**src/core/psb_pkg.sv**
```systemverilog
/*
 Constants, register layouts and reset values for the system and first-buck
 register bank of the power-management controller.
 Assumes a 125 MHz system clock and a two-wire serial host.
*/
package psb_pkg;
	localparam int unsigned CLK_HZ = 125_000_000;
	localparam int unsigned CYC_PER_MS = CLK_HZ / 1000;
	localparam int unsigned RST_SHORT_MS = 65;
	localparam int unsigned RST_LONG_MS = 260;
	localparam int unsigned TMR_W = 25;

	localparam logic [7:0] ADDR_SYSMON = 8'h00;
	localparam logic [7:0] ADDR_HIB = 8'h01;
	localparam logic [7:0] ADDR_SP1 = 8'h20;
	localparam logic [7:0] ADDR_SP2 = 8'h21;
	localparam logic [7:0] ADDR_CTRL = 8'h22;
	localparam logic [7:0] BYTE_ZERO = 8'h00;
	localparam logic [7:0] PTR_STEP = 8'h01;

	// Serial slave address, plain default
	localparam logic [6:0] DEV_ADDR_DFLT = 7'h5b;
	localparam logic [3:0] BIT_LAST = 4'h7;
	localparam logic [3:0] BIT_FULL = 4'h8;
	localparam logic [3:0] BIT_ZERO = 4'h0;
	localparam logic [3:0] BIT_STEP = 4'h1;

	// Synchroniser lanes
	localparam int NSYNC = 8;
	localparam int SI_SCL = 0;
	localparam int SI_SDA = 1;
	localparam int SI_LOW = 2;
	localparam int SI_FLT = 3;
	localparam int SI_PG = 4;
	localparam int SI_SETPOINT_SELECT_PIN = 5;
	localparam int SI_HOLD = 6;
	localparam int SI_UVLO = 7;

	typedef struct packed {
		logic short_rst_sel;
		logic monitor_response_sel;
		logic sysvolt_irq_unmask;
		logic [3:0] sysvolt_threshold;
	} psb_sysmon_t;

	typedef struct packed {
		logic rsv7;
		logic buck1_force_on;
		logic [1:0] rsv54;
		logic [1:0] user_a;
		logic hibernate_ready_flag;
		logic user_b;
	} psb_hib_t;

	typedef struct packed {
		logic on;
		logic phase;
		logic pwm_force;
		logic [2:0] delay;
		logic fault_irq_unmask;
	} psb_ctrl_t;

	localparam psb_sysmon_t SYSMON_RST = 7'h00;
	localparam psb_hib_t HIB_RST = 8'h00;
	localparam logic [5:0] SP1_RST = 6'h24;
	localparam logic [5:0] SP2_RST = 6'h24;
	localparam psb_ctrl_t CTRL_RST = 7'h04;

	typedef enum logic [2:0] {
		ST_IDLE = 3'b000,
		ST_RX = 3'b001,
		ST_ACK = 3'b010,
		ST_TX = 3'b011,
		ST_MACK = 3'b100
	} psb_state_t;

	typedef enum logic [1:0] {
		PH_ADDR = 2'b00,
		PH_PTR = 2'b01,
		PH_DATA = 2'b10
	} psb_phase_t;
endpackage : psb_pkg

```
**src/core/psb_regs.sv**
```systemverilog
/*
 Register bank for system monitor, hibernate and first buck converter,
 reached through a two-wire serial slave (sda open drain).
 Assumes analog blocks give comparator/fault/power-good levels asynchronously.
*/
// Behaviour
// - Time-out bit picks 65 ms (one) or 260 ms (zero) reset out.
// - Monitor response one raises interrupt, zero forces automatic shutdown.
// - System-voltage interrupt masked at reset; writing one unmasks it.
// - Status bit reads one while supply below threshold.
// - Four-bit threshold field drives detector trip level.
// - Force-on keeps converter running during hibernate without power hold.
// - User bits store writes only; cleared by undervoltage lockout.
// - Host-written hibernate-ready flag tells wake from hibernate versus cold.
// - Primary set point drives output when select pin low.
// - Secondary set point drives output when select pin high.
// - Enable bit turns converter on or off.
// - Phase bit selects 180 degrees out of phase or in phase.
// - Mode bit forces fixed-frequency PWM; zero allows power saving.
// - Three-bit turn-on delay field read/write, drives sequencer delay.
// - Fault unmask bit enables converter fault interrupts.
// - Power-good bit reads converter output above its threshold.
`timescale 1ns/1ps
module psb_regs #(
	parameter logic [6:0] DEV_ADDR = psb_pkg::DEV_ADDR_DFLT,
	parameter int unsigned RST_SHORT_CYC = psb_pkg::RST_SHORT_MS * psb_pkg::CYC_PER_MS,
	parameter int unsigned RST_LONG_CYC = psb_pkg::RST_LONG_MS * psb_pkg::CYC_PER_MS
) (
	input wire logic clk_sys,
	input wire logic rst,
	input wire logic scl_in,
	input wire logic sda_in,
	output logic sda_out,
	output logic sda_oe,
	input wire logic sysvolt_low_in,
	input wire logic buck1_fault_in,
	input wire logic buck1_pgood_in,
	input wire logic setpoint_select_pin,
	input wire logic power_hold_in,
	input wire logic uvlo_in,
	output logic [3:0] sysvolt_threshold,
	output logic buck1_en,
	output logic [5:0] buck1_vout_code,
	output logic buck1_phase,
	output logic buck1_pwm_force,
	output logic [2:0] buck1_delay,
	output logic auto_shutdown,
	output logic irq_n,
	output logic reset_out_pin_n
);
	logic [psb_pkg::NSYNC-1:0] s1_ff, s2_ff, s3_ff, filt_ff;
	logic [psb_pkg::NSYNC-1:0] nxt_filt;
	logic scl_prev_ff, sda_prev_ff;
	logic scl_s, sda_s, low_s, flt_s, pg_s, setpoint_select_pin_s, hold_s, uvlo_s;
	logic scl_rise, scl_fall, start_c, stop_c;

	// Three stages; value accepted once stages two and three agree
	genvar gi;
	generate
		for (gi = 0; gi < psb_pkg::NSYNC; gi++)
		begin : g_sync
			assign nxt_filt[gi] = (s2_ff[gi] == s3_ff[gi]) ? s3_ff[gi] : filt_ff[gi];
		end
	endgenerate

	always_ff @(posedge clk_sys)
	begin
		if (rst)
		begin
			// Whole chain idles high; lockout lane holds the bank until real pins arrive
			s1_ff <= '1;
			s2_ff <= '1;
			s3_ff <= '1;
			filt_ff <= '1;
			scl_prev_ff <= 1'b1;
			sda_prev_ff <= 1'b1;
		end
		else
		begin
			s1_ff <= {uvlo_in, power_hold_in, setpoint_select_pin, buck1_pgood_in,
				buck1_fault_in, sysvolt_low_in, sda_in, scl_in};
			s2_ff <= s1_ff;
			s3_ff <= s2_ff;
			filt_ff <= nxt_filt;
			scl_prev_ff <= filt_ff[psb_pkg::SI_SCL];
			sda_prev_ff <= filt_ff[psb_pkg::SI_SDA];
		end
	end

	assign scl_s = filt_ff[psb_pkg::SI_SCL];
	assign sda_s = filt_ff[psb_pkg::SI_SDA];
	assign low_s = filt_ff[psb_pkg::SI_LOW];
	assign flt_s = filt_ff[psb_pkg::SI_FLT];
	assign pg_s = filt_ff[psb_pkg::SI_PG];
	assign setpoint_select_pin_s = filt_ff[psb_pkg::SI_SETPOINT_SELECT_PIN];
	assign hold_s = filt_ff[psb_pkg::SI_HOLD];
	assign uvlo_s = filt_ff[psb_pkg::SI_UVLO];
	assign scl_rise = scl_s & ~scl_prev_ff;
	assign scl_fall = ~scl_s & scl_prev_ff;
	assign start_c = scl_s & scl_prev_ff & sda_prev_ff & ~sda_s;
	assign stop_c = scl_s & scl_prev_ff & ~sda_prev_ff & sda_s;

	psb_pkg::psb_sysmon_t sysmon_ff, nxt_sysmon;
	psb_pkg::psb_hib_t hib_ff, nxt_hib;
	psb_pkg::psb_ctrl_t ctrl_ff, nxt_ctrl;
	logic [5:0] sp1_ff, sp2_ff, nxt_sp1, nxt_sp2;
	logic wr_en;
	logic [7:0] ptr_ff, nxt_ptr, sh_ff, nxt_sh;

	// Read mux, shared by first byte and follow-on bytes
	function automatic logic [7:0] rd_byte(input logic [7:0] a);
		logic [7:0] d;
		d = psb_pkg::BYTE_ZERO;
		case (a)
			psb_pkg::ADDR_SYSMON: d = {sysmon_ff.short_rst_sel, sysmon_ff.monitor_response_sel,
				sysmon_ff.sysvolt_irq_unmask, low_s, sysmon_ff.sysvolt_threshold};
			psb_pkg::ADDR_HIB: d = hib_ff;
			psb_pkg::ADDR_SP1: d = {2'b00, sp1_ff};
			psb_pkg::ADDR_SP2: d = {2'b00, sp2_ff};
			psb_pkg::ADDR_CTRL: d = {ctrl_ff, pg_s};
			default: d = psb_pkg::BYTE_ZERO;
		endcase
		return d;
	endfunction : rd_byte

	// Register group
	always_comb
	begin
		nxt_sysmon = sysmon_ff;
		nxt_hib = hib_ff;
		nxt_ctrl = ctrl_ff;
		nxt_sp1 = sp1_ff;
		nxt_sp2 = sp2_ff;
		if (uvlo_s)
		begin
			nxt_sysmon = psb_pkg::SYSMON_RST;
			nxt_hib = psb_pkg::HIB_RST;
			nxt_ctrl = psb_pkg::CTRL_RST;
			nxt_sp1 = psb_pkg::SP1_RST;
			nxt_sp2 = psb_pkg::SP2_RST;
		end
		else if (wr_en)
		begin
			case (ptr_ff)
				psb_pkg::ADDR_SYSMON: nxt_sysmon = {sh_ff[7:5], sh_ff[3:0]};
				psb_pkg::ADDR_HIB: nxt_hib = sh_ff;
				psb_pkg::ADDR_SP1: nxt_sp1 = sh_ff[5:0];
				psb_pkg::ADDR_SP2: nxt_sp2 = sh_ff[5:0];
				psb_pkg::ADDR_CTRL: nxt_ctrl = sh_ff[7:1];
				default: nxt_ctrl = ctrl_ff;
			endcase
		end
	end

	always_ff @(posedge clk_sys)
	begin
		if (rst)
		begin
			sysmon_ff <= psb_pkg::SYSMON_RST;
			hib_ff <= psb_pkg::HIB_RST;
			ctrl_ff <= psb_pkg::CTRL_RST;
			sp1_ff <= psb_pkg::SP1_RST;
			sp2_ff <= psb_pkg::SP2_RST;
		end
		else
		begin
			sysmon_ff <= nxt_sysmon;
			hib_ff <= nxt_hib;
			ctrl_ff <= nxt_ctrl;
			sp1_ff <= nxt_sp1;
			sp2_ff <= nxt_sp2;
		end
	end

	// Serial slave group
	psb_pkg::psb_state_t state_ff, nxt_state;
	psb_pkg::psb_phase_t phase_ff, nxt_phase;
	logic [3:0] cnt_ff, nxt_cnt;
	logic rd_ff, nxt_rd, oe_ff, nxt_oe;

	always_comb
	begin
		logic [7:0] nb;
		nb = rd_byte(ptr_ff + psb_pkg::PTR_STEP);
		nxt_state = state_ff;
		nxt_phase = phase_ff;
		nxt_cnt = cnt_ff;
		nxt_rd = rd_ff;
		nxt_oe = oe_ff;
		nxt_sh = sh_ff;
		nxt_ptr = ptr_ff;
		wr_en = 1'b0;
		if (start_c)
		begin
			nxt_state = psb_pkg::ST_RX;
			nxt_phase = psb_pkg::PH_ADDR;
			nxt_cnt = psb_pkg::BIT_ZERO;
			nxt_oe = 1'b0;
		end
		else if (stop_c)
		begin
			nxt_state = psb_pkg::ST_IDLE;
			nxt_oe = 1'b0;
		end
		else
		begin
			case (state_ff)
				psb_pkg::ST_RX:
				begin
					if (scl_rise)
					begin
						nxt_sh = {sh_ff[6:0], sda_s};
						nxt_cnt = cnt_ff + psb_pkg::BIT_STEP;
					end
					else if (scl_fall && cnt_ff == psb_pkg::BIT_FULL)
					begin
						nxt_cnt = psb_pkg::BIT_ZERO;
						nxt_state = psb_pkg::ST_ACK;
						nxt_oe = 1'b1;
						if (phase_ff == psb_pkg::PH_ADDR)
						begin
							nxt_rd = sh_ff[0];
							nxt_phase = psb_pkg::PH_PTR;
							if (sh_ff[7:1] != DEV_ADDR)
							begin
								nxt_state = psb_pkg::ST_IDLE;
								nxt_oe = 1'b0;
							end
						end
						else if (phase_ff == psb_pkg::PH_PTR)
						begin
							nxt_ptr = sh_ff;
							nxt_phase = psb_pkg::PH_DATA;
						end
						else
						begin
							wr_en = 1'b1;
							nxt_ptr = ptr_ff + psb_pkg::PTR_STEP;
						end
					end
				end
				psb_pkg::ST_ACK:
				begin
					if (scl_fall)
					begin
						nxt_oe = 1'b0;
						nxt_state = psb_pkg::ST_RX;
						if (rd_ff)
						begin
							nxt_sh = rd_byte(ptr_ff);
							nxt_oe = ~nxt_sh[7];
							nxt_state = psb_pkg::ST_TX;
						end
					end
				end
				psb_pkg::ST_TX:
				begin
					if (scl_fall)
					begin
						nxt_cnt = cnt_ff + psb_pkg::BIT_STEP;
						nxt_sh = {sh_ff[6:0], 1'b0};
						nxt_oe = ~sh_ff[6];
						if (cnt_ff == psb_pkg::BIT_LAST)
						begin
							nxt_state = psb_pkg::ST_MACK;
							nxt_oe = 1'b0;
						end
					end
				end
				psb_pkg::ST_MACK:
				begin
					if (scl_rise && sda_s)
					begin
						nxt_state = psb_pkg::ST_IDLE;
					end
					else if (scl_fall)
					begin
						nxt_ptr = ptr_ff + psb_pkg::PTR_STEP;
						nxt_sh = nb;
						nxt_oe = ~nb[7];
						nxt_cnt = psb_pkg::BIT_ZERO;
						nxt_state = psb_pkg::ST_TX;
					end
				end
				default: nxt_state = psb_pkg::ST_IDLE;
			endcase
		end
	end

	always_ff @(posedge clk_sys)
	begin
		if (rst)
		begin
			state_ff <= psb_pkg::ST_IDLE;
			phase_ff <= psb_pkg::PH_ADDR;
			cnt_ff <= psb_pkg::BIT_ZERO;
			rd_ff <= 1'b0;
			oe_ff <= 1'b0;
			sh_ff <= psb_pkg::BYTE_ZERO;
			ptr_ff <= psb_pkg::BYTE_ZERO;
		end
		else
		begin
			state_ff <= nxt_state;
			phase_ff <= nxt_phase;
			cnt_ff <= nxt_cnt;
			rd_ff <= nxt_rd;
			oe_ff <= nxt_oe;
			sh_ff <= nxt_sh;
			ptr_ff <= nxt_ptr;
		end
	end

	assign sda_out = 1'b0;
	assign sda_oe = oe_ff;

	// Converter and monitor outputs group
	logic en_ff, nxt_en, shut_ff, nxt_shut, irq_n_ff, nxt_irq_n, rsto_n_ff, nxt_rsto_n;
	logic [5:0] vout_ff, nxt_vout;
	logic [psb_pkg::TMR_W-1:0] tmr_ff, nxt_tmr, tmr_end;

	always_comb
	begin
		tmr_end = sysmon_ff.short_rst_sel ? psb_pkg::TMR_W'(RST_SHORT_CYC - 1) : psb_pkg::TMR_W'(RST_LONG_CYC - 1);
		nxt_tmr = tmr_ff;
		nxt_rsto_n = rsto_n_ff;
		if (!pg_s)
		begin
			nxt_tmr = '0;
			nxt_rsto_n = 1'b0;
		end
		else if (!rsto_n_ff)
		begin
			nxt_tmr = tmr_ff + 1'b1;
			nxt_rsto_n = (tmr_ff == tmr_end);
		end
		nxt_shut = uvlo_s ? 1'b0 : (shut_ff | (low_s & ~sysmon_ff.monitor_response_sel));
		// enable bit, force-on overrides power hold
		nxt_en = ctrl_ff.on & ~shut_ff & (hold_s | hib_ff.buck1_force_on);
		nxt_vout = setpoint_select_pin_s ? sp2_ff : sp1_ff;
		nxt_irq_n = ~((low_s & sysmon_ff.monitor_response_sel & sysmon_ff.sysvolt_irq_unmask)
			| (flt_s & ctrl_ff.fault_irq_unmask));
	end

	always_ff @(posedge clk_sys)
	begin
		if (rst)
		begin
			tmr_ff <= '0;
			rsto_n_ff <= 1'b0;
			shut_ff <= 1'b0;
			en_ff <= 1'b0;
			vout_ff <= psb_pkg::SP1_RST;
			irq_n_ff <= 1'b1;
		end
		else
		begin
			tmr_ff <= nxt_tmr;
			rsto_n_ff <= nxt_rsto_n;
			shut_ff <= nxt_shut;
			en_ff <= nxt_en;
			vout_ff <= nxt_vout;
			irq_n_ff <= nxt_irq_n;
		end
	end

	assign buck1_en = en_ff;
	assign buck1_vout_code = vout_ff;
	assign buck1_phase = ctrl_ff.phase;
	assign buck1_pwm_force = ctrl_ff.pwm_force;
	assign buck1_delay = ctrl_ff.delay;
	assign sysvolt_threshold = sysmon_ff.sysvolt_threshold;
	assign auto_shutdown = shut_ff;
	assign irq_n = irq_n_ff;
	assign reset_out_pin_n = rsto_n_ff;

	// Read views for checks; always_comb follows the state read inside the function
	logic [7:0] rd_sysmon, rd_sp1, rd_sp2;
	always_comb
	begin
		rd_sysmon = rd_byte(psb_pkg::ADDR_SYSMON);
		rd_sp1 = rd_byte(psb_pkg::ADDR_SP1);
		rd_sp2 = rd_byte(psb_pkg::ADDR_SP2);
	end
endmodule : psb_regs

```
**config.mk**
```make
export PLATFORM = sky130hd
export DESIGN_NAME = psb_regs
export DESIGN_NICKNAME = d
export VERILOG_FILES = /design/src/core/psb_pkg.sv /design/src/core/psb_regs.sv
export SDC_FILE = /design/constraint.sdc
export NUM_CORES = 1
export LEC_CHECK = 0
export BUFFER_PORTS_ARGS = -buffer_cell sky130_fd_sc_hd__buf_2
export CORE_ASPECT_RATIO = 0.9
export CORE_MARGIN = 2
export CORE_UTILIZATION = 49
export CTS_CLUSTER_DIAMETER = 30
export DETAILED_ROUTE_END_ITERATION = 7
export PLACE_DENSITY = 0.67
export SLEW_MARGIN = 40
export SYNTH_ARGS = -nofsm -noshare
export SYNTH_HDL_FRONTEND = slang
export SYNTH_SLANG_ARGS = --single-unit
```
**constraint.sdc**
```tcl
create_clock -name clk_sys -period 2.2 [get_ports clk_sys]
set_clock_uncertainty 0.15 [all_clocks]
set_input_delay 0 -clock clk_sys [delete_from_list [all_inputs] [get_ports clk_sys]]
set_output_delay 0 -clock clk_sys [all_outputs]
set_load 0.01 [all_outputs]
```
* After elaboration in Yosys (flattened, before gate mapping)
Index checks and enable logic that the tools add are counted.
** Word-level totals
- Flip-flop bits (word level) :: 130
- Latch bits :: 0
- Bits in writable memories :: 0
- Bits in read-only memories :: 0
- Input port bits :: 10
- Output and inout bits :: 21
- Logic and storage cells :: 209
- Memories :: 0
** Operators by class
- Add/subtract/negate cells :: 3
- Multiply operators :: 0
- Div/mod/pow operators :: 0
- Order comparisons :: 0
- Equal/unequal tests :: 43
- Shifts and indexed selects :: 0
- Muxes and demuxes :: 63
- Bitwise logic cells :: 30
- Reduce and logical (&&, ||, !) cells :: 26
** Operators by type and width (number)
- $mux W8 :: 17
- $pmux W8 S5 :: 2
- $eq A8 B6 Y1 const B :: 6
- $pmux W8 S4 :: 1
- $add A25 B1 Y25 const B :: 1
- $eq A25 B25 Y1 :: 1
- $mux W25 :: 1
- $reduce_and A6 Y1 :: 4
- $mux W3 :: 7
- $mux W1 :: 20
- $mux W4 :: 5
- $ne A2 B2 Y1 const B :: 10
- $ne A4 B4 Y1 const B :: 5
- $eq A8 B1 Y1 const B :: 2
- $logic_not A8 Y1 :: 2
- $pmux W8 S2 :: 1
- $not A1 Y1 :: 14
- $and A1 B1 Y1 :: 13
- $pmux W3 S4 :: 1
- $pmux W4 S3 :: 1
- $mux W2 :: 5
- $reduce_and A2 Y1 :: 5
- $reduce_and A9 Y1 :: 1
- $add A8 B1 Y8 const B :: 1
- 24 further kinds :: 39

* Logic depth before layout (Yosys ltp)
- Depth after elaboration :: 11
- Mapped depth :: 9
- Gate-level depth less buffers :: 8

* Least setup slack after synthesis
No wires, ideal clock.
- Path type :: reg2reg
- From :: register ptr_ff[0]
- To :: register sh_ff[1]
- Library setup time :: 0.137 ns
- Data arrival time :: 1.782 ns
- Data required time :: 1.913 ns
- Setup slack :: 0.131 ns
- Cell stages (with the launch flop) :: 9
- Buffers on the path :: 1
- Period minus slack after synthesis :: 2.069 ns
- Path through :: dfxtp_1 -> inv_1 -> ha_1 -> clkbuf_1 -> a211o_1 -> nand4_2 -> nor2_1 -> a221oi_1 -> a311oi_1
** On the way
- Longest elaborated chain between the ends :: 10
- Elaborated cells on any way between the ends :: 23
- Classes of those cells :: add/sub: 1; eq/ne: 8; mux: 12; reduce/logical: 2
** RTL lines
- start, declared :: RTL line psb_regs.sv:108 : logic [7:0] ptr_ff, nxt_ptr, sh_ff, nxt_sh;
- start signal, assigned :: RTL line psb_regs.sv:300 : ptr_ff <= psb_pkg::BYTE_ZERO;
- start signal, assigned :: RTL line psb_regs.sv:310 : ptr_ff <= nxt_ptr;
- branches (longest 9 deep; another with $add A8 B1 Y8)
- $pmux W8 S4 * :: RTL line psb_regs.sv:207 : case (state_ff)
- end signal, assigned :: RTL line psb_regs.sv:299 : sh_ff <= psb_pkg::BYTE_ZERO;
- end signal, assigned :: RTL line psb_regs.sv:309 : sh_ff <= nxt_sh;
- end, declared :: RTL line psb_regs.sv:108
Every way passes the cells marked *. The select of a mux whose other input is x is not followed.
A chain may end at the register's enable or synchronous reset.

* Final worst setup path
- From :: register ptr_ff[2]
- To :: register sh_ff[0]
Same word-level chain as after synthesis.

==> flow_summary_export.csv <==
group,metric,value,unit
setup_path,worst_setup_path_start_kind,"flip-flop",
timing,drv_slew,0,
global_route,grt_pass1_vias,5203,
power_and_ir_drop,p_seq_frac,0.436,
placed_design,gp_congestion,0.978,
power_and_ir_drop,combPwrFrac,0.016,
floorplan,io_pins,31,
setup_path,worst_r2r_path_depth,7,
run,maxCapViolCount,0,
status,status,"completed",
floorplan,dieHeight,111,microns
power_and_ir_drop,switchingPower,0.00115,W
setup_path,critPathArrivalTime,2370,ps
global_route,antenna_found_initial,0,
detailed_routing,postRouteAntennaNets,0,
setup_path,end_kind,"flip-flop",
timing,final.period_utilization,0.974,
logic_synthesis,ys_ff_latch,130,
logic_synthesis,synth_seq_area_share,0.418,
power_and_ir_drop,p_int,0.00433,W
finish,final_common_cell,"dfxtp_1",
power_and_ir_drop,p_per_area,724,mW/mm^2
logic_synthesis,netlist_area,0.00622,sq mm
timing,max_freq,467,MHz
timing,worst_pin_slew,755,ps
logic_synthesis,async_reset_ff_frac,0,
floorplan,coreArea,0.0125,sq mm
timing,hold_violations,0,
finish,insertedDiodeCount,0,
logic_synthesis,ys.flop_type,"dfxtp_1",
cts,clk_latency,430,ps
global_route,gr-total-overflow,0,
detailed_routing,vias,5386,
logic_synthesis,synthTopCellsByArea,"dfxtp_1 42%, nor2_1 7.4%, mux2i_1 6.8%",
hold_path,hp-class,"input port to flip-flop",
setup_path,r2r_slack,60,ps
setup_path,timing.rr.end,"sh_ff[0]",
finish,nFillCells,1031,
timing,setup_viol,0,
hold_path,hold_depth,3,
hold_path,min_to,"s1_ff[1]",
finish,syn2layout_area_growth,21.6,%
floorplan,die_area,0.0136,sq mm
logic_synthesis,syn-num-nets,736,
detailed_routing,wirelength,15.4,mm
finish,drive_gt1_frac,0.220,
cts,cts_tree,"done",
timing,grt_setup_unrepaired,"yes",
logic_synthesis,synth_top_area_share,0.418,
setup_path,reg2reg_from,"ptr_ff[2]",
power_and_ir_drop,leakage,2.89,nW
placed_design,place_ws,-158,ps
cts,cts.sinks,130,
logic_synthesis,synth_edf_count,0,
finish,fin_util,0.603,
power_and_ir_drop,switching_share,0.210,
setup_path,worst_ep_required_time,2430,ps
cts,clock_path_buffers,2,
global_route,grt_max_degree,33,
logic_synthesis,post_synth_num_cell_types,64,
detailed_routing,wl_per_cell,16.3,microns
power_and_ir_drop,max-vdd-ir-drop,0.000548,V
cts,clk_pin_slew_worst_paths,60,ps
cts,clockRootBuffer,"clkbuf_16",
detailed_routing,drc,0,
logic_synthesis,syn_inst,718,
cts,cts_max_level,4,
floorplan,start_util,0.496,
floorplan,rows,39,
logic_synthesis,yosysWarnings,0,
cts,cts_buffers,17,
logic_synthesis,syn_avg_cell_area,8.66,sq um
finish,final_cell_mix,"126 x dfxtp_1, 123 x nor2_1, 46 x buf_4, 42 x mux2i_1, 32 x nand2_1",
setup_path,worstPathMaxFanout,8,
placed_design,place_hpwl,10.5,mm
timing,max_slew_margin,0.496,
placed_design,port_buffers,29,
detailed_routing,vias_per_cell,5.69,
finish,final_nets,788,
detailed_routing,drt_first_pass_iters,4,
setup_path,path_class,"flip-flop to flip-flop",
power_and_ir_drop,power.clock.fraction,0.548,
logic_synthesis,yosysTopAreaCell,"dfxtp_1",
timing,period_minus_slack,2140,ps
global_route,grt_usage,0.238,
global_route,grt_pass1_wl,25.7,mm
floorplan,die_x,123,microns
detailed_routing,drtIter0Drc,408,
hold_path,holdCritStartpoint,"sda_in",
timing,final.setup.worst_slack,57.0,ps
worst max-delay path, cell delays in order, from the launching register on:
cell and delay, ps:
dfxtp_2 350, or2_4 280, nor4_4 310, buf_4 180, nand4_4 180, a211o_1 330, a211oi_2 180, a31o_2 120
flip-flops by register name (all words and copies together) (netlist names), 2 cells and up:
name	count
sysvolt_threshold	4
phase_ff	2
ptr_ff	8
sh_ff	8
s3_ff	8
buck1_vout_code	6
rd_sysmon	3
s1_ff	8
buck1_delay	3
state_ff	3
hib_ff	8
ctrl_ff	2
cnt_ff	4
tmr_ff	25
s2_ff	8
sp2_ff	6
filt_ff	8
sp1_ff	6
power by group through the flow:
| stage | clock [W] | sequential (W) | combinational, W |
|---|---|---|---|
| 3_5_place_dp | 0 | 0.00244 | 0.0000742 |
| 3_3_place_gp | 0 | 0.00244 | 0.0000716 |
| 5_1_grt | 0.00316 | 0.00239 | 0.0000968 |
| 2_1_floorplan | 0 | 0.00244 | 0.0000540 |
| 6_report | 0.00300 | 0.00239 | 0.0000859 |
| 4_1_cts | 0.00304 | 0.00239 | 0.0000864 |
layer usage:
metal | wire length [microns] | global-route usage | vias to the layer above
li1 | - | - | 2631
met1 | 7030 | 0.314 | 2542
met2 | 7060 | 0.361 | 176
met3 | 954 | 0.0622 | 37
met4 | 384 | 0.107 | 0
met5 | 0 | 0 | -
through the flow:
step	std cells	TNS [ps]	instance area (sq um)	total power, W	hold slack [ps]
2_1_floorplan	718	0	6220	0.00249	-46.2
5_1_grt	947	-64.6	7560	0.00565	132
3_3_place_gp	901	0	6670	0.00251	34.1
4_1_cts	943	-28.5	7410	0.00552	123
6_report	947	0	7560	0.00547	132
3_5_place_dp	901	-629	6670	0.00252	37.1
cell usage after synthesis (10+ instances only):
cell,instances
a21oi_1,31
a221oi_1,10
a22oi_1,18
and3_1,12
buf_4,12
clkbuf_1,34
dfxtp_1,130
inv_1,10
mux2i_1,42
nand2_1,32
nand3_1,21
nor2_1,123
nor2b_1,14
o21ai_0,20
or2_2,29
xnor2_1,15
xor2_1,15
cell type report:
type | count | area [sq um] | area share
multi-input cells | 523 | 3450 | 0.456
repair buffers | 88 | 634 | 0.0839
clock buffers | 18 | 429 | 0.0567
inverters | 10 | 37.5 | 0.00496
well taps | 164 | 205 | 0.0271
flip-flops and latches | 130 | 2610 | 0.345
clock inverters | 14 | 200 | 0.0265
how the worst max path moves through the flow:
stage,from,slack [ps],cells past startpoint,to
4_1_cts,ptr_ff[0],-30,7,sh_ff[2]
6_report,ptr_ff[2],60,7,sh_ff[0]
5_1_grt,sh_ff[6],-20,6,state_ff[1]
2_1_floorplan,ptr_ff[0],130,8,sh_ff[1]
3_5_place_dp,ptr_ff[0],-160,7,sh_ff[2]
3_3_place_gp,ptr_ff[0],20,7,sh_ff[3]
kinds of logic (layout without fill, tap and decap cells):
| logic type | count (synthesis) | after routing | share of synthesized area |
|---|---|---|---|
| and+or+nand+nor | 296 | 296 | 0.248 |
| AOI/OAI and AO/OA | 144 | 144 | 0.156 |
| DFF | 130 | 130 | 0.418 |
| buffers and inverters | 65 | 130 | 0.0481 |
| muxes | 44 | 44 | 0.0712 |
| xor gates and xnor gates | 30 | 30 | 0.0422 |
| adders and majority gates | 8 | 8 | 0.0161 |
| other | 1 | 1 | 0.000603 |
timing repair:
action	in CTS	in global routing
pin swaps	0	7
setup buffers	1	4
hold buffers	9	0
setup endpoints to repair	15	39
hold endpoints to repair	12	0
resized for setup	4	30
Power figures use the tool's default switching activity.
